**src/core/crg_pkg.sv**
```systemverilog
/*
  crg_pkg: constants shared by the reset and stack guard of the 4-bit core.
  Assumes a single 100 MHz clock domain and no software-visible registers.
*/
package crg_pkg;
  // program memory map
  localparam logic [15:0] START_ADDR = 16'h0110;
  localparam logic [15:0] NMI_VECTOR = 16'h0100;
  localparam logic [15:0] HW_VEC_FIRST = 16'h0104;
  localparam logic [15:0] HW_VEC_LAST = 16'h010E;
  localparam logic [15:0] CODE_TOP = 16'h3FFF;
  localparam int CODE_WORD_W = 13;
  // data memory map
  localparam logic [15:0] RAM_TOP = 16'h13FF;
  localparam logic [15:0] WIDE_WIN_LO = 16'h0100;
  localparam logic [15:0] WIDE_WIN_HI = 16'h01FF;
  // stack pointer ranges and usage
  localparam logic [9:0] WIDE_SP_TOP = 10'h3FF;
  localparam logic [7:0] NIBBLE_SP_TOP = 8'hFF;
  localparam logic [9:0] CALL_WORDS = 10'h004;
  localparam logic [7:0] FLAG_WORDS = 8'h01;
  // reset values
  localparam logic INT_FLAG_RST = 1'b0;
  localparam logic EXT_FLAG_RST = 1'b0;
  localparam logic R_PIN_RST = 1'b1;
  // run state of the core
  typedef enum logic [1:0] {
    CRG_HOLD = 2'b00,
    CRG_START = 2'b01,
    CRG_RUN = 2'b10
  } crg_state_t;
endpackage

```
**src/core/crg_guard.sv**
```systemverilog
/*
  crg_guard: reset latch, program counter start and vectoring, stack pointers,
  interrupt gate, prefix flag, memory window decode and reset pin state.
  Assumes the core sequencer drives one-cycle strobes synchronous to mclk and
  a slow divided tick from the low-speed oscillator arrives as a level.
*/
`timescale 1ns/1ps
// How it works
// (RULE_01) reset release loads start address, fetch begins
// (RULE_02) reset clears interrupt and extension flags
// (RULE_03) interrupts incl. nmi blocked until both pointers
// (RULE_04) rewriting one pointer re-masks until other rewritten
// (RULE_05) prefix write sets flag for next instruction
// (RULE_06) output pins high, shared functions deselected
// (RULE_07) io pins input, pull-up per build option
// (RULE_08) nmi and hardware sources use fixed vectors
// (RULE_09) code memory 13-bit words up to top
// (RULE_10) data ram decoded up to its top
// (RULE_11) only window allows wide access
// (RULE_12) stack pointers wrap within their ranges
// (RULE_13) only wide stack operations are 16-bit
// (RULE_14) call pushes pc as four wide words
// (RULE_15) interrupt pushes pc four, flags one
// (RULE_16) halt opcode unsupported, flagged and ignored
// (RULE_17) reset latch released by slow tick high
// (RULE_18) two written indicators, each clears other
module crg_guard #(
  parameter int R_PINS = 12,
  parameter int P_PINS = 16,
  parameter bit PULLUP_OPT = 1'b1,
  parameter int SRC_W = 3
) (
  input wire logic mclk, // 100 MHz system clock
  input wire logic rst_b, // external reset, active low
  input wire logic slow_tick, // 2 Hz divided clock level
  input wire logic step_done, // current instruction finished
  input wire logic [15:0] next_pc, // pc for the following step
  input wire logic call_req, // subroutine call strobe
  input wire logic [15:0] call_target, // call destination
  input wire logic wide_sp_wr, // write of wide stack pointer
  input wire logic [9:0] wide_sp_d, // new wide pointer
  input wire logic nibble_sp_wr, // write of nibble stack pointer
  input wire logic [7:0] nibble_sp_d, // new nibble pointer
  input wire logic prefix_wr, // write of the prefix register
  input wire logic [7:0] prefix_d, // prefix value
  input wire logic int_en_set, // enable interrupts
  input wire logic int_en_clr, // disable interrupts
  input wire logic halt_opcode, // halt opcode decoded
  input wire logic nmi_req, // non-maskable request level
  input wire logic irq_req, // maskable request level
  input wire logic [SRC_W-1:0] irq_src, // hardware source index
  input wire logic [15:0] data_addr, // data memory address
  input wire logic data_acc, // data access strobe
  input wire logic data_wide, // access is 16-bit
  input wire logic data_stack, // access made through wide pointer
  input wire logic [R_PINS-1:0] r_out_d, // output port data
  input wire logic r_out_wr, // output port write
  input wire logic [R_PINS-1:0] r_func_d, // special function select
  input wire logic r_func_wr, // special function write
  input wire logic [P_PINS-1:0] p_out_d, // io port data
  input wire logic [P_PINS-1:0] p_dir_d, // io port direction, 1 = out
  input wire logic p_wr, // io port data and direction write
  output logic init_rst, // internal initial reset
  output logic [15:0] pc_q, // program counter / fetch address
  output logic fetch_en, // fetching allowed
  output logic rom_sel, // fetch inside code memory
  output logic int_flag_q, // interrupt enable flag
  output logic ext_flag_q, // extended addressing flag
  output logic [7:0] prefix_q, // held prefix value
  output logic [9:0] wide_sp_q, // wide stack pointer
  output logic [7:0] nibble_sp_q, // nibble stack pointer
  output logic int_gate, // interrupts may pass
  output logic int_take, // interrupt entry pulse
  output logic nmi_take, // entry was the nmi
  output logic push_wide, // wide stack push strobe
  output logic [9:0] push_wide_addr_q, // base of four wide words
  output logic [15:0] push_pc_q, // pc saved on the wide stack
  output logic push_flag, // flag push strobe
  output logic [7:0] push_flag_addr_q, // nibble stack slot
  output logic ram_sel, // data address hits ram
  output logic wide_ok, // data address allows wide access
  output logic acc_fault, // wide access not through the wide pointer or outside the window
  output logic halt_bad_q, // halt opcode was seen
  output logic [R_PINS-1:0] r_pin_q, // output port levels
  output logic [R_PINS-1:0] r_func_q, // special function selected
  output logic [P_PINS-1:0] p_out_q, // io output level
  output logic [P_PINS-1:0] p_oe_q, // io output enable
  output logic [P_PINS-1:0] p_pullup // io pull-up enable
);
  crg_pkg::crg_state_t st_q;
  logic hold_q;
  logic clr;
  logic wide_set_q;
  logic nibble_set_q;
  logic ext_armed_q;
  logic take;
  logic [15:0] hw_vec;
  logic [15:0] vec;

  initial begin
    if (SRC_W < 1 || SRC_W > 3) $error("source index width unsupported");
    if (R_PINS < 1 || P_PINS < 1) $error("pin counts must be positive");
  end

  // reset latch: held from rst_b low until the slow tick reads high
  always_ff @(posedge mclk) begin
    if (!rst_b) hold_q <= 1'b1; // RULE_17
    else if (slow_tick) hold_q <= 1'b0; // RULE_17
  end
  assign init_rst = hold_q;
  assign clr = !rst_b || hold_q;

  // run state: the hold cycle after release loads the start address once
  always_ff @(posedge mclk) begin
    if (clr) st_q <= crg_pkg::CRG_HOLD;
    else begin
      case (st_q)
        crg_pkg::CRG_HOLD: st_q <= crg_pkg::CRG_START;
        crg_pkg::CRG_START: st_q <= crg_pkg::CRG_RUN;
        crg_pkg::CRG_RUN: st_q <= crg_pkg::CRG_RUN;
        default: st_q <= crg_pkg::CRG_HOLD;
      endcase
    end
  end
  assign fetch_en = (st_q == crg_pkg::CRG_RUN); // RULE_01

  // written-since-reset indicators; a rewrite while both are set clears the
  // other one, so the first pair after reset only fills them in
  // clearing on every write would keep the gate shut for any pair written
  // one after the other, which is the normal start-up order of software
  always_ff @(posedge mclk) begin
    if (clr) begin
      wide_set_q <= 1'b0; // RULE_03
      nibble_set_q <= 1'b0;
    end else begin
      if (wide_sp_wr) wide_set_q <= 1'b1; // RULE_18
      else if (nibble_sp_wr && int_gate) wide_set_q <= 1'b0; // RULE_04
      if (nibble_sp_wr) nibble_set_q <= 1'b1; // RULE_18
      else if (wide_sp_wr && int_gate) nibble_set_q <= 1'b0; // RULE_04
    end
  end
  assign int_gate = wide_set_q && nibble_set_q; // RULE_03

  // vectors: nmi first, hardware sources two steps apart, clamped to range
  always_comb begin
    hw_vec = crg_pkg::HW_VEC_FIRST + {{(15 - SRC_W){1'b0}}, irq_src, 1'b0};
    if (hw_vec > crg_pkg::HW_VEC_LAST) hw_vec = crg_pkg::HW_VEC_LAST; // RULE_08
    vec = nmi_req ? crg_pkg::NMI_VECTOR : hw_vec; // RULE_08
  end
  // entry only at an instruction boundary, never inside a prefixed pair
  assign take = fetch_en && step_done && int_gate && !ext_armed_q && !ext_flag_q
                && (nmi_req || (irq_req && int_flag_q)); // RULE_03
  assign int_take = take;
  assign nmi_take = take && nmi_req;

  // program counter: start address after release, then steps and jumps
  always_ff @(posedge mclk) begin
    if (clr || st_q == crg_pkg::CRG_HOLD) pc_q <= crg_pkg::START_ADDR; // RULE_01
    else if (take) pc_q <= vec; // RULE_08
    else if (fetch_en && call_req) pc_q <= call_target;
    else if (fetch_en && step_done) pc_q <= next_pc;
  end
  assign rom_sel = (pc_q <= crg_pkg::CODE_TOP); // RULE_09

  // interrupt flag: cleared by reset and by entry, set wins over clear
  always_ff @(posedge mclk) begin
    if (clr) int_flag_q <= crg_pkg::INT_FLAG_RST; // RULE_02
    else if (int_en_set) int_flag_q <= 1'b1;
    else if (int_en_clr || take) int_flag_q <= 1'b0;
  end

  // prefix flag: armed by the write, covers exactly the next instruction
  always_ff @(posedge mclk) begin
    if (clr) begin
      ext_flag_q <= crg_pkg::EXT_FLAG_RST; // RULE_02
      ext_armed_q <= 1'b0;
    end else if (prefix_wr) begin
      ext_flag_q <= 1'b1; // RULE_05
      ext_armed_q <= 1'b1;
    end else if (step_done) begin
      ext_armed_q <= 1'b0;
      ext_flag_q <= ext_armed_q; // RULE_05
    end
  end
  // prefix content is not cleared by reset; software sets it when used
  always_ff @(posedge mclk) begin
    if (prefix_wr) prefix_q <= prefix_d;
  end

  // stack pointers: 10 and 8 bits wide, so subtraction wraps in range
  always_ff @(posedge mclk) begin
    if (wide_sp_wr) wide_sp_q <= wide_sp_d & crg_pkg::WIDE_SP_TOP; // RULE_12
    else if (take || (fetch_en && call_req)) wide_sp_q <= wide_sp_q - crg_pkg::CALL_WORDS; // RULE_14
    if (nibble_sp_wr) nibble_sp_q <= nibble_sp_d & crg_pkg::NIBBLE_SP_TOP; // RULE_12
    else if (take) nibble_sp_q <= nibble_sp_q - crg_pkg::FLAG_WORDS; // RULE_15
  end

  // push strobes: one cycle after the entry or call, data from flops
  always_ff @(posedge mclk) begin
    if (clr) begin
      push_wide <= 1'b0;
      push_flag <= 1'b0;
      push_wide_addr_q <= 10'h000;
      push_flag_addr_q <= 8'h00;
      push_pc_q <= 16'h0000;
    end else begin
      push_wide <= take || (fetch_en && call_req); // RULE_14
      push_flag <= take; // RULE_15
      if (take || (fetch_en && call_req)) begin
        push_wide_addr_q <= wide_sp_q - crg_pkg::CALL_WORDS; // RULE_15
        push_pc_q <= take ? next_pc : next_pc;
      end
      if (take) push_flag_addr_q <= nibble_sp_q - crg_pkg::FLAG_WORDS; // RULE_15
    end
  end

  // data decode; wide access only through the wide pointer inside the window
  assign ram_sel = (data_addr <= crg_pkg::RAM_TOP); // RULE_10
  assign wide_ok = (data_addr >= crg_pkg::WIDE_WIN_LO)
                   && (data_addr <= crg_pkg::WIDE_WIN_HI); // RULE_11
  assign acc_fault = data_acc && data_wide && (!data_stack || !wide_ok); // RULE_13

  // halt opcode has no sleep mode behind it; it is only recorded
  always_ff @(posedge mclk) begin
    if (clr) halt_bad_q <= 1'b0;
    else if (halt_opcode) halt_bad_q <= 1'b1; // RULE_16
  end

  // shared terminals: general purpose at reset, per-pin updates
  for (genvar i = 0; i < R_PINS; i++) begin : g_rpin
    always_ff @(posedge mclk) begin
      if (clr) begin
        r_pin_q[i] <= crg_pkg::R_PIN_RST; // RULE_06
        r_func_q[i] <= 1'b0; // RULE_06
      end else begin
        if (r_out_wr) r_pin_q[i] <= r_out_d[i];
        if (r_func_wr) r_func_q[i] <= r_func_d[i];
      end
    end
  end
  for (genvar j = 0; j < P_PINS; j++) begin : g_ppin
    always_ff @(posedge mclk) begin
      if (clr) begin
        p_oe_q[j] <= 1'b0; // RULE_07
        p_out_q[j] <= 1'b0; // RULE_06
      end else if (p_wr) begin
        p_oe_q[j] <= p_dir_d[j];
        p_out_q[j] <= p_out_d[j];
      end
    end
    // pull-up only while the pin is an input and the option has it
    assign p_pullup[j] = PULLUP_OPT && !p_oe_q[j]; // RULE_07
  end

  // checks
  latch_hold_a: assert property (@(posedge mclk) !rst_b |=> init_rst) // RULE_17
    else $error("reset latch not held");
  latch_free_a: assert property (@(posedge mclk) rst_b && init_rst && slow_tick |=> !init_rst)
    else $error("reset latch not released by tick"); // RULE_17
  start_pc_a: assert property (@(posedge mclk) disable iff (!rst_b)
    $fell(init_rst) |-> ##1 (pc_q == crg_pkg::START_ADDR) ##1 fetch_en) // RULE_01
    else $error("start address not loaded");
  flags_rst_a: assert property (@(posedge mclk) disable iff (!rst_b)
    $fell(init_rst) |-> !int_flag_q && !ext_flag_q) // RULE_02
    else $error("flags not cleared by reset");
  gate_block_a: assert property (@(posedge mclk) disable iff (clr)
    int_take |-> wide_set_q && nibble_set_q) // RULE_03
    else $error("interrupt taken without both pointers");
  remask_a: assert property (@(posedge mclk) disable iff (clr)
    int_gate && wide_sp_wr && !nibble_sp_wr |=> !int_gate) // RULE_04
    else $error("gate not re-masked");
  ext_next_a: assert property (@(posedge mclk) disable iff (clr)
    prefix_wr |=> ext_flag_q until_with step_done) // RULE_05
    else $error("prefix flag lost early");
  nmi_vec_a: assert property (@(posedge mclk) disable iff (clr)
    nmi_take |=> pc_q == crg_pkg::NMI_VECTOR) // RULE_08
    else $error("nmi vector wrong");
  wide_push_a: assert property (@(posedge mclk) disable iff (clr)
    int_take |=> push_wide && push_flag
    && wide_sp_q == $past(wide_sp_q) - crg_pkg::CALL_WORDS) // RULE_15
    else $error("interrupt push wrong");
  width_a: assert property (@(posedge mclk)
    data_acc && data_wide && data_stack && data_addr == crg_pkg::WIDE_WIN_HI
    |-> !acc_fault) // RULE_11
    else $error("wide window rejected");
  pins_rst_a: assert property (@(posedge mclk) !rst_b |=> &r_pin_q && ~|p_oe_q) // RULE_06
    else $error("pins not reset");
  // reset side: these run without disable so that the clear itself is seen
  pc_start_a: assert property (@(posedge mclk) clr |=> pc_q == crg_pkg::START_ADDR) // RULE_01
    else $error("pc not at start during clear");
  fetch_hold_a: assert property (@(posedge mclk) clr |=> !fetch_en) // RULE_01
    else $error("fetch allowed during clear");
  func_rst_a: assert property (@(posedge mclk) !rst_b |=> ~|r_func_q) // RULE_06
    else $error("special functions not deselected");
  // gate: a pair written in one cycle opens it at once
  gate_open_a: assert property (@(posedge mclk) disable iff (clr)
    wide_sp_wr && nibble_sp_wr |=> int_gate) // RULE_18
    else $error("gate shut after pair write");
  // entry side effects; pointer writes in the same cycle would move the base
  flag_push_a: assert property (@(posedge mclk) disable iff (clr)
    int_take && !nibble_sp_wr |=> nibble_sp_q == $past(nibble_sp_q) - crg_pkg::FLAG_WORDS
    && push_flag_addr_q == nibble_sp_q) // RULE_15
    else $error("flag push wrong");
  int_clear_a: assert property (@(posedge mclk) disable iff (clr)
    int_take && !int_en_set |=> !int_flag_q) // RULE_15
    else $error("interrupt flag kept on entry");
  vec_range_a: assert property (@(posedge mclk) disable iff (clr)
    int_take && !nmi_take |=> pc_q >= crg_pkg::HW_VEC_FIRST
    && pc_q <= crg_pkg::HW_VEC_LAST) // RULE_08
    else $error("hardware vector out of range");
  call_push_a: assert property (@(posedge mclk) disable iff (clr)
    fetch_en && call_req && !int_take && !wide_sp_wr |=> push_wide && !push_flag
    && pc_q == $past(call_target) && push_wide_addr_q == wide_sp_q) // RULE_14
    else $error("call push wrong");
  // prefix covers one instruction only
  ext_clear_a: assert property (@(posedge mclk) disable iff (clr)
    step_done && !ext_armed_q && !prefix_wr |=> !ext_flag_q) // RULE_05
    else $error("prefix flag outlived its instruction");
  halt_seen_a: assert property (@(posedge mclk) disable iff (clr)
    halt_opcode |=> halt_bad_q) // RULE_16
    else $error("halt opcode not recorded");
  // decode side
  rom_range_a: assert property (@(posedge mclk) pc_q > crg_pkg::CODE_TOP |-> !rom_sel) // RULE_09
    else $error("fetch beyond code memory selected");
  ram_range_a: assert property (@(posedge mclk)
    data_addr > crg_pkg::RAM_TOP |-> !ram_sel && !wide_ok) // RULE_10
    else $error("ram selected beyond its top");
  narrow_ok_a: assert property (@(posedge mclk) data_acc && !data_wide |-> !acc_fault) // RULE_13
    else $error("nibble access faulted");
  pullup_a: assert property (@(posedge mclk) ~|(p_pullup & p_oe_q)) // RULE_07
    else $error("pull-up on a driven pin");
  // main scenarios
  nmi_entry_c: cover property (@(posedge mclk) disable iff (clr) nmi_take);
  irq_entry_c: cover property (@(posedge mclk) disable iff (clr) int_take && !nmi_take);
  prefix_c: cover property (@(posedge mclk) disable iff (clr) prefix_wr ##1 ext_flag_q);
  remask_c: cover property (@(posedge mclk) disable iff (clr) int_gate ##1 !int_gate);
  call_c: cover property (@(posedge mclk) disable iff (clr) fetch_en && call_req);
endmodule

```
**config.mk**
```make
export PLATFORM = sky130hd
export DESIGN_NAME = crg_guard
export DESIGN_NICKNAME = d
export VERILOG_FILES = /design/src/core/crg_pkg.sv /design/src/core/crg_guard.sv
export SDC_FILE = /design/constraint.sdc
export NUM_CORES = 1
export LEC_CHECK = 0
export BUFFER_PORTS_ARGS = -buffer_cell sky130_fd_sc_hd__buf_2
export CORE_AREA = 2 2 120 122
export DETAILED_ROUTE_END_ITERATION = 10
export DIE_AREA = 0 0 122 124
export PLACE_DENSITY = 0.76
export SLEW_MARGIN = 20
export SYNTH_ARGS = -nofsm -noshare
export SYNTH_HDL_FRONTEND = slang
export SYNTH_SLANG_ARGS = --single-unit
```
**constraint.sdc**
```tcl
create_clock -name mclk -period 5 [get_ports mclk]
set_clock_uncertainty 0.1 [all_clocks]
set_input_delay 0.75 -clock mclk [delete_from_list [all_inputs] [get_ports mclk]]
set_output_delay 0.75 -clock mclk [all_outputs]
set_load 0.02 [all_outputs]
```
# Word level (Yosys, flattened, before mapping)
# Cells that the tools add are included.
[word_totals] inputBits=152 out_inout_bits=162 reg_bits=143
[op_classes] n_lt_le_gt_ge=5 n_mux=20 n_addsub=3 n_reduce_logical=50 n_eq_ne=2
[ops] cell="$mux 16" count=4
[ops] cell="$mux 10" count=3
[ops] cell="$logic_not 1->1" count=21
[ops] cell="$ge 16x9->1 const B" count=1
[ops] cell="$le 16x13->1 const B" count=1
[ops] cell="$le 16x14->1 const B" count=1
[ops] cell="$le 16x9->1 const B" count=1
[ops] cell="$mux 8" count=2
[ops] cell="$logic_and 1x1->1" count=14
[ops] cell="$reduce_bool 2->1" count=6
[ops] cell="$add 9x4->10 const A" count=1
[ops] cell="$gt 10x9->1 const B" count=1
[ops] cell="$mux 1" count=10
[ops] cell="$sub 10x3->10 const B" count=1
[ops] cell="$sub 8x1->8 const B" count=1
[ops] cell="$logic_or 1x1->1" count=6
[ops] cell="$pmux 2 s2" count=1
[ops] cell="$reduce_bool 3->1" count=1
[ops] cell="$eq 2x1->1 const B" count=1
[ops] cell="$eq 2x2->1 const B" count=1
[ops] cell="$logic_not 2->1" count=1
[ops] cell="$reduce_or 2->1" count=1

# Depth between registers and ports, before layout
# Gate-level depths: netlist of run 1.
[depth] word_depth=9 depth_mapped=8 mapped_depth_nobuf=7

# Worst setup path after synthesis of run 1
# No wires, ideal clock.
[synth_timing] path_kind="input to output" startpoint="in data_addr[12]" endpoint="out acc_fault" required_ns=4.150 cell_stages=3 arrival_ns=1.480 slack_ns=2.670 cell_sequence="nor4_1 > and3_1 > a21oi_1"
[synth_between] elab_chain_cells=5 elab_cells_between_ends=6 cone_classes="order compare: 2; reduce/logical: 4"
[synth_rtl] item="from (decl)" line="crg_guard.sv:52" source="input wire logic [15:0] data_addr,"
[synth_rtl] item="$ge 16x9->1 / $le 16x9->1 (equally long branches)" line="crg_guard.sv:219, crg_guard.sv:220"
[synth_rtl] item="$logic_and 1x1->1 (*)" line="crg_guard.sv:220" source="&& (data_addr <= crg_pkg::WIDE_WIN_HI);"
[synth_rtl] item="net wide_ok" line="crg_guard.sv:81" source="output logic wide_ok,"
[synth_rtl] item="$logic_not 1->1 (*)" line="crg_guard.sv:221" source="assign acc_fault = data_acc && data_wide && (!data_stack || !wide_ok);"
[synth_rtl] item="$logic_or 1x1->1 (*)" line="crg_guard.sv:221"
[synth_rtl] item="$logic_and 1x1->1 (*)" line="crg_guard.sv:221"
[synth_rtl] item="to (decl)" line="crg_guard.sv:82" source="output logic acc_fault,"
# Mark *: on every way through the listed nets, which the timed path passes. The rest lies on a longest branch.

# Final worst setup path of run 1
[layout_timing] startpoint="reg st_q[0]" endpoint="out int_take"
[layout_between] elab_chain_cells=6
[layout_rtl] item="from (decl)" line="crg_guard.sv:90" source="crg_pkg::crg_state_t st_q;"
[layout_rtl] item="from (signal assigned)" line="crg_guard.sv:115" source="if (clr) st_q <= crg_pkg::CRG_HOLD;"
[layout_rtl] item="from (signal assigned)" line="crg_guard.sv:118" source="crg_pkg::CRG_HOLD: st_q <= crg_pkg::CRG_START;"
[layout_rtl] item="from (signal assigned)" line="crg_guard.sv:119" source="crg_pkg::CRG_START: st_q <= crg_pkg::CRG_RUN;"
[layout_rtl] item="$eq 2x2->1" line="crg_guard.sv:125" source="assign fetch_en = (st_q == crg_pkg::CRG_RUN);"
[layout_rtl] item="$logic_and 1x1->1 (4 in series)" line="crg_guard.sv:151" source="assign take = fetch_en && step_done && int_gate && !ext_armed_q && !ext_flag_q"
[layout_rtl] item="$logic_and 1x1->1" line="crg_guard.sv:152" source="&& (nmi_req || (irq_req && int_flag_q));"
[layout_rtl] item="to (decl)" line="crg_guard.sv:73" source="output logic int_take,"
# No other way between the ends.

==> metrics.txt, run 1 <==
# TYPE chip_impl_metric gauge
chip_impl_metric{name="critPathArrivalTime",unit="ps"} 2580
chip_impl_info{name="unrepaired_setup_endpoints_after_global_routing",value="false"} 1
chip_impl_metric{name="place_hpwl",unit="mm"} 11.3
chip_impl_metric{name="wl_per_cell",unit="µm"} 14.7
chip_impl_metric{name="initial_antenna_violation_count",unit=""} 1
chip_impl_metric{name="postSynthAreaPerCell",unit="µm²"} 9.97
chip_impl_metric{name="route.antenna.remaining_nets",unit=""} 0
chip_impl_metric{name="cell_area_after_layout",unit="µm²"} 8040
chip_impl_metric{name="first_global_vias",unit=""} 4694
chip_impl_metric{name="unique_masters_post_synth",unit=""} 47
chip_impl_metric{name="die_w",unit="µm"} 122
chip_impl_info{name="cp-start-kind",value="flop"} 1
chip_impl_metric{name="cts.sinks",unit=""} 143
chip_impl_metric{name="ioPinCount",unit=""} 314
chip_impl_metric{name="drc",unit=""} 0
chip_impl_metric{name="fin_crit_sh",unit="%"} 68.6
chip_impl_metric{name="largest_net_degree_at_the_start_of_global_routing",unit=""} 81
chip_impl_metric{name="post_synthesis_instance_area",unit="µm²"} 5810
chip_impl_metric{name="slew_viol_final",unit=""} 0
chip_impl_metric{name="net_count_synth",unit=""} 741
chip_impl_info{name="run_status",value="completed"} 1
chip_impl_metric{name="cts.path.max_buffers",unit=""} 2
chip_impl_metric{name="postCtsResizedCells",unit=""} 0
chip_impl_metric{name="max_clock_freq",unit="MHz"} 292
chip_impl_metric{name="period_minus_slack",unit="ps"} 3430
chip_impl_metric{name="place_area",unit="µm²"} 7420
chip_impl_metric{name="postSynthCellCount",unit=""} 583
chip_impl_metric{name="filler_cell_count",unit=""} 1224
chip_impl_metric{name="portBuffers",unit=""} 305
chip_impl_metric{name="cts_hold_buf",unit=""} 0
chip_impl_metric{name="detailroute.via_count",unit=""} 5152
chip_impl_metric{name="design.die.area",unit="µm²"} 15100
chip_impl_metric{name="setup_violations",unit=""} 0
chip_impl_metric{name="number_of_enable_type_register_cells_in_the_synthesized_netlist",unit=""} 26
chip_impl_metric{name="num-nets-final",unit=""} 1033
chip_impl_metric{name="gp_congestion",unit=""} 0.807
chip_impl_metric{name="vdd_drop_max",unit="mV"} 0.214
chip_impl_metric{name="design_power_total",unit="µW"} 2800
chip_impl_metric{name="core.rowCount",unit=""} 43
chip_impl_metric{name="power.density_cell_area",unit="nW/µm²"} 348
chip_impl_info{name="cts_tree",value="yes"} 1
chip_impl_metric{name="ctsHtreeMaxLevel",unit=""} 4
chip_impl_metric{name="globalRouteOverflowTotal",unit=""} 0
chip_impl_metric{name="power.leakage",unit="µW"} 0.00374
chip_impl_metric{name="worstPathMaxFanout",unit=""} 24
chip_impl_metric{name="vias_per_cell",unit=""} 4.83
chip_impl_info{name="critPathCaptureType",value="output pin"} 1
chip_impl_metric{name="yosys_register_bits",unit=""} 143
chip_impl_metric{name="dieHeight",unit="µm"} 124
chip_impl_metric{name="timing_worst_slew_pin_value",unit="ps"} 921
chip_impl_metric{name="synth.yosys.warnings",unit=""} 0
chip_impl_metric{name="drv.max_cap_violation_count",unit=""} 0
chip_impl_info{name="clockRootBuffer",value="clkbuf_16"} 1
chip_impl_metric{name="grt_pass1_wl",unit="mm"} 23.4
chip_impl_metric{name="dr.first_iter.drc_count",unit=""} 227
chip_impl_metric{name="first_pass_iters",unit=""} 4
chip_impl_metric{name="synthArstFlopShare",unit="%"} 0
chip_impl_metric{name="drive_gt1_share",unit="%"} 43.2
chip_impl_info{name="critical_path_class",value="reg2out"} 1
chip_impl_metric{name="clk_transition_reported_paths",unit="ps"} 50
chip_impl_metric{name="floorplan.initialDensity",unit="%"} 42.4
chip_impl_metric{name="hold_violations",unit=""} 0
chip_impl_info{name="hold_path.class",value="reg2reg"} 1
chip_impl_metric{name="core-area",unit="µm²"} 13700
chip_impl_metric{name="critPathRequiredTime",unit="ps"} 4150
chip_impl_metric{name="grt.total_usage",unit="%"} 19.9
chip_impl_metric{name="timing.slew.headroom",unit="%"} 38.6
chip_impl_metric{name="tritoncts.num_buffers",unit=""} 17
chip_impl_metric{name="ys_seq_area_share",unit="%"} 53.7
chip_impl_metric{name="fin_tns_setup",unit="ps"} 0
chip_impl_metric{name="antenna-diode-count",unit=""} 0
chip_impl_metric{name="post_cts_setup_inserts",unit=""} 0
chip_impl_metric{name="flow.area_growth_from_synthesis",unit="%"} 38.3
chip_impl_info{name="synth_top_flop_cell",value="dfxtp_1"} 1
chip_impl_metric{name="drt_wl_total",unit="mm"} 15.6
chip_impl_metric{name="clock_latency_on_the_worst_skew_pair",unit="ps"} 410
==> per-stage QoR <==
| stage | util (%) | instances | hold WS [ps] | setup slack, ps |
|---|---|---|---|---|
| 2_1_floorplan | - | 583 | 381 | 2670 |
| 3_3_place_gp | 54.1 | 1036 | 336 | 1830 |
| 3_5_place_dp | 54.1 | 1036 | 342 | 1820 |
| 4_1_cts | 58.6 | 1066 | 349 | 1580 |
| 5_1_grt | 58.6 | 1066 | 361 | 1430 |
| 6_report | 58.6 | 1066 | 347 | 1570 |
==> per-layer routing <==
metal  track usage, %  up-vias  part of all wire, %
met5                0        -                    0
met4             9.34        0                  2.6
met3             7.01       32                  9.2
met2             33.2      225                   48
met1             23.1     2329                   40
li1                 -     2566                    -
==> power by group <==
| group | internal (µW) | leakage, µW | switching (µW) |
|---|---|---|---|
| logic | 119 | 0.00223 | 150 |
| clock network | 833 | 0.000307 | 462 |
| registers | 1210 | 0.00120 | 24.1 |
==> synth_stat cells, types with 2 or more instances <==
cell type,count,area (µm²)
xor2_1,6,52.6
a211oi_1,5,37.5
xnor2_1,4,35.0
ha_1,6,75.1
nor3b_1,2,15.0
o31ai_1,2,15.0
a21oi_1,32,160
nand2b_1,3,18.8
buf_6,2,22.5
nor3_1,12,60.1
a221oi_1,3,26.3
or4_1,2,15.0
nor2_1,75,282
buf_4,3,22.5
nand3_1,11,55.1
o21ai_1,2,10.0
and2_1,8,50.1
clkbuf_1,19,71.3
dfxtp_1,117,2340
buf_2,9,45.0
mux2i_1,58,581
inv_1,26,97.6
and3_1,3,18.8
o21ba_2,6,60.1
mux2_2,26,293
nor4_1,3,18.8
nand2_1,79,297
edfxtp_1,26,781
o21ai_0,11,55.1
a21oi_2,5,43.8
==> placed cells by master, fill, tap and decap left out, types with 11 or more instances in the layout <==
cell       synthesis  routed
buf_2              9     305
dfxtp_1          117     117
nand2_1           79      78
nor2_1            75      75
mux2i_1           58      58
a21oi_1           32      32
inv_1             26      26
mux2_2            26      26
edfxtp_1          26      26
clkbuf_16          0      18
nor3_1            12      12
o21ai_0           11      11
nand3_1           11      11
==> worst max-delay path, cell delays in order, from the launching register on <==
cell,delay (ps)
dfxtp_1,300
inv_1,80
ha_1,280
and4bb_2,340
nand3_2,500
inv_2,430
buf_2,230
==> registers in the layout, summed over array words and instances (netlist names), 8 cells and up <==
name	count
wide_sp_q	10
nibble_sp_q	8
r_pin_q	12
push_flag_addr_q	8
p_oe_q	16
push_pc_q	16
pc_q	16
prefix_q	8
p_out_q	16
push_wide_addr_q	10
r_func_q	12
==> worst paths after layout <==
path / startpoint / to / slack [ps] / depth (start not counted)
max: st_q[0] / int_take / 1570 / 6
min: push_wide_addr_q[0] / push_wide_addr_q[0] / 350 / 2
max reg2reg: st_q[0] / wide_sp_q[5] / 2150 / 5
min reg2reg: push_wide_addr_q[0] / push_wide_addr_q[0] / 350 / 2
==> layout make-up <==
class                      instances  area (µm²)  share of cell area, %
tap                              180         225                   2.80
clock inverter                    10         134                   1.67
multi-input combinational        379        2440                   30.3
sequential                       143        3120                   38.8
clock buffer                      20         478                   5.95
inverter                          27         101                   1.26
timing repair buffer             307        1540                   19.2
==> kinds of logic after synthesis <==
logic type,Yosys count,share of synthesized area [%]
simple gates,205,15.3
flops,143,53.7
mux,84,15.0
compound gates,74,8.61
buf+inv,61,4.58
xor+xnor,10,1.51
fa+ha+maj,6,1.29
Power figures use the tool's default switching activity.
==> run 2, diff against run 1 <==
--- a/config.mk
+++ b/config.mk
@@ -6,10 +6,10 @@
 export NUM_CORES = 1
 export LEC_CHECK = 0
 export BUFFER_PORTS_ARGS = -buffer_cell sky130_fd_sc_hd__buf_2
-export CORE_AREA = 2 2 120 122
+export CORE_AREA = 2 2 121 123
 export DETAILED_ROUTE_END_ITERATION = 10
-export DIE_AREA = 0 0 122 124
-export PLACE_DENSITY = 0.76
+export DIE_AREA = 0 0 123 125
+export PLACE_DENSITY = 0.75
 export SLEW_MARGIN = 20
 export SYNTH_ARGS = -nofsm -noshare
 export SYNTH_HDL_FRONTEND = slang
==> constraint.sdc (replaced) <==
create_clock -name mclk -period 3.3 [get_ports mclk]
set_clock_uncertainty 0.1 [all_clocks]
set_input_delay 0.495 -clock mclk [delete_from_list [all_inputs] [get_ports mclk]]
set_output_delay 0.495 -clock mclk [all_outputs]
set_load 0.02 [all_outputs]
==> run 2 against run 1 <==
  * Hold slack worse by 190 ps
  * Critical endpoint unchanged
  * Global-route usage hardly changed
  * Routed wire length is 0.13% lower
  * Flip-flop and latch count stayed put
  * Sequential power is 51% higher
  * Clock-buffer cell count is 3 higher
  * Critical path type unchanged
  * Largest power group unchanged
  * Register-to-register slack worse by 1100 ps
  * Sequential share of layout area is 0.13 points lower
==> metrics.txt, run 2 (synthesis gave the netlist of run 1 again) <==
# TYPE chip_impl_metric gauge
chip_impl_metric{name="initial_antenna_violation_count",unit=""} 0
chip_impl_metric{name="placed_cells_incl_taps",unit=""} 1046
chip_impl_metric{name="drv.max_cap_violation_count",unit=""} 0
chip_impl_metric{name="critPathArrivalTime",unit="ps"} 1920
chip_impl_metric{name="design.die.area",unit="µm²"} 15400
chip_impl_metric{name="grt_util_met3",unit="%"} 6.80
chip_impl_info{name="critPathCaptureType",value="output pin"} 1
chip_impl_metric{name="power.leakage",unit="µW"} 0.00374
chip_impl_metric{name="first_pass_iters",unit=""} 5
chip_impl_metric{name="largest_net_degree_at_the_start_of_global_routing",unit=""} 39
chip_impl_metric{name="vdd_drop_max",unit="mV"} 0.278
chip_impl_metric{name="wl_per_cell",unit="µm"} 14.5
chip_impl_metric{name="grt_pass1_wl",unit="mm"} 23.9
chip_impl_metric{name="design_power_total",unit="µW"} 4190
chip_impl_info{name="cp-start-kind",value="flop"} 1
chip_impl_info{name="worstSetupStartpoint",value="st_q[0]"} 1
chip_impl_metric{name="detailroute.via_count",unit=""} 5185
chip_impl_metric{name="globalRouteOverflowTotal",unit=""} 0
chip_impl_metric{name="grt.total_usage",unit="%"} 19.9
chip_impl_metric{name="global_route.usage.met2",unit="%"} 35.6
chip_impl_metric{name="setup_violations",unit=""} 0
chip_impl_metric{name="period_minus_slack",unit="ps"} 2520
chip_impl_metric{name="filler_cell_count",unit=""} 1322
chip_impl_info{name="critical_path.top_delay_family",value="buffers and inverters"} 1
chip_impl_metric{name="cts_hold_buf",unit=""} 0
chip_impl_metric{name="route.antenna.remaining_nets",unit=""} 0
chip_impl_metric{name="floorplan.initialDensity",unit="%"} 40.9
chip_impl_metric{name="dieHeight",unit="µm"} 125
chip_impl_metric{name="tritoncts.num_buffers",unit=""} 17
chip_impl_metric{name="core.rowCount",unit=""} 44
chip_impl_metric{name="path_buf_inv",unit=""} 3
chip_impl_metric{name="gp_congestion",unit=""} 0.804
chip_impl_metric{name="drc",unit=""} 0
chip_impl_metric{name="place_hpwl",unit="mm"} 11.7
chip_impl_metric{name="fin_tns_setup",unit="ps"} 0
chip_impl_metric{name="cts.sinks",unit=""} 143
chip_impl_metric{name="first_global_vias",unit=""} 4932
chip_impl_metric{name="worstPathMaxFanout",unit=""} 12
chip_impl_info{name="critical_path_class",value="reg2out"} 1
chip_impl_info{name="crit-reg2reg-launch",value="st_q[0]"} 1
chip_impl_metric{name="slowest_delay",unit="ps"} 340
chip_impl_metric{name="drt_wl_total",unit="mm"} 15.6
chip_impl_metric{name="max_clock_freq",unit="MHz"} 397
chip_impl_metric{name="num-nets-final",unit=""} 1039
chip_impl_metric{name="timing_worst_slew_pin_value",unit="ps"} 893
chip_impl_metric{name="flow.area_growth_from_synthesis",unit="%"} 38.7
chip_impl_metric{name="timing.slew.headroom",unit="%"} 40.5
chip_impl_metric{name="dr.first_iter.drc_count",unit=""} 249
chip_impl_metric{name="postCtsResizedCells",unit=""} 0
chip_impl_metric{name="clk_transition_reported_paths",unit="ps"} 60
chip_impl_metric{name="critPathRequiredTime",unit="ps"} 2700
chip_impl_metric{name="hold_violations",unit=""} 0
chip_impl_info{name="clockRootBuffer",value="clkbuf_16"} 1
chip_impl_info{name="critPathSlowestCell",value="and4bb_2"} 1
chip_impl_metric{name="die_w",unit="µm"} 123
chip_impl_info{name="gr-max-usage-layer",value="met2"} 1
chip_impl_metric{name="cts.path.max_buffers",unit=""} 2
chip_impl_info{name="hold_start",value="prefix_d[6]"} 1
chip_impl_metric{name="groute.layer.met1.usage",unit="%"} 21.8
chip_impl_metric{name="final-instance-count-excl-fill",unit=""} 1078
chip_impl_metric{name="power.density_cell_area",unit="nW/µm²"} 519
chip_impl_metric{name="fin_crit_sh",unit="%"} 76.2
chip_impl_metric{name="antenna-diode-count",unit=""} 0
chip_impl_info{name="layout.cells.most_common",value="buf_2"} 1
chip_impl_metric{name="slew_viol_final",unit=""} 0
chip_impl_info{name="run_status",value="completed"} 1
chip_impl_metric{name="ioPinCount",unit=""} 314
chip_impl_metric{name="ctsHtreeMaxLevel",unit=""} 4
chip_impl_info{name="most-common-layout-cells",value="buf_2, dfxtp_1, nand2_1"} 1
chip_impl_info{name="cts_tree",value="yes"} 1
chip_impl_metric{name="vias_per_cell",unit=""} 4.81
chip_impl_metric{name="clock_latency_on_the_worst_skew_pair",unit="ps"} 410
chip_impl_metric{name="post_cts_setup_inserts",unit=""} 0
chip_impl_info{name="hold_path.class",value="in2reg"} 1
chip_impl_metric{name="drive_gt1_share",unit="%"} 43.3
chip_impl_info{name="critical_path.cell_chain",value="inv_1 -> ha_1 -> and4bb_2 -> nand3_2 -> inv_2 -> buf_2"} 1
chip_impl_info{name="unrepaired_setup_endpoints_after_global_routing",value="false"} 1
chip_impl_metric{name="portBuffers",unit=""} 305
chip_impl_metric{name="core-area",unit="µm²"} 14200
## run 2: cell types whose count changed in the layout (fill, tap and decap cells not counted)
cell / change
buf_4: +6
bufinv_16: -1
clkbuf_1: +3
clkinv_2: -2
clkinv_4: -1
clkinvlp_4: +3
nand2_2: +1
nand2_4: -1
o21ai_1: +1
o21ai_2: -1
## run 2: worst reg2reg max path: stages, from the launching register on
cell and delay (ps):
dfxtp_1 300, inv_1 80, ha_1 270, nand4_1 200, o31ai_4 580, buf_4 340, o21ai_0 100, o21ba_2 230
## run 2: through the flow
stage,area (µm²),setup WS (ps),util [%],hold WS (ps)
final,8070,784,56.8,159
after global routing,8070,679,56.8,135
after CTS,8070,772,56.8,138
after detailed placement,7470,1060,52.6,341
after global placement,7470,1130,52.6,335
after floorplan,5810,1300,-,381
## run 2: worst paths after layout
kind / end / slack [ps] / cells past startpoint
worst min-delay path: prefix_q[6] / 160 / 1
worst max register to register: push_wide_addr_q[8] / 1060 / 7
worst max-delay path: int_take / 780 / 6
worst min register to register: push_pc_q[15] / 350 / 2
## run 2: final cells by class
cell class / count / area, µm² / area share, %
flip-flops and latches: 143 / 3120 / 38.7
multi-input cells: 379 / 2430 / 30.1
repair buffers: 313 / 1590 / 19.7
clock buffers: 23 / 489 / 6.07
well taps: 184 / 230 / 2.85
clock inverters: 9 / 108 / 1.33
inverters: 27 / 101 / 1.26
## run 2: layer usage
layer / vias up / part of all wire, %
met3: 22 / 8.2
met5: - / 0
li1: 2570 / -
met1: 2383 / 39
met4: 0 / 2.1
met2: 210 / 50
## run 2: where the power goes
part	switching [µW]	total [µW]	leakage (µW)	internal, µW
clock network	706	1900	0.000285	1200
logic	228	410	0.00225	182
registers	36.9	1870	0.00120	1830
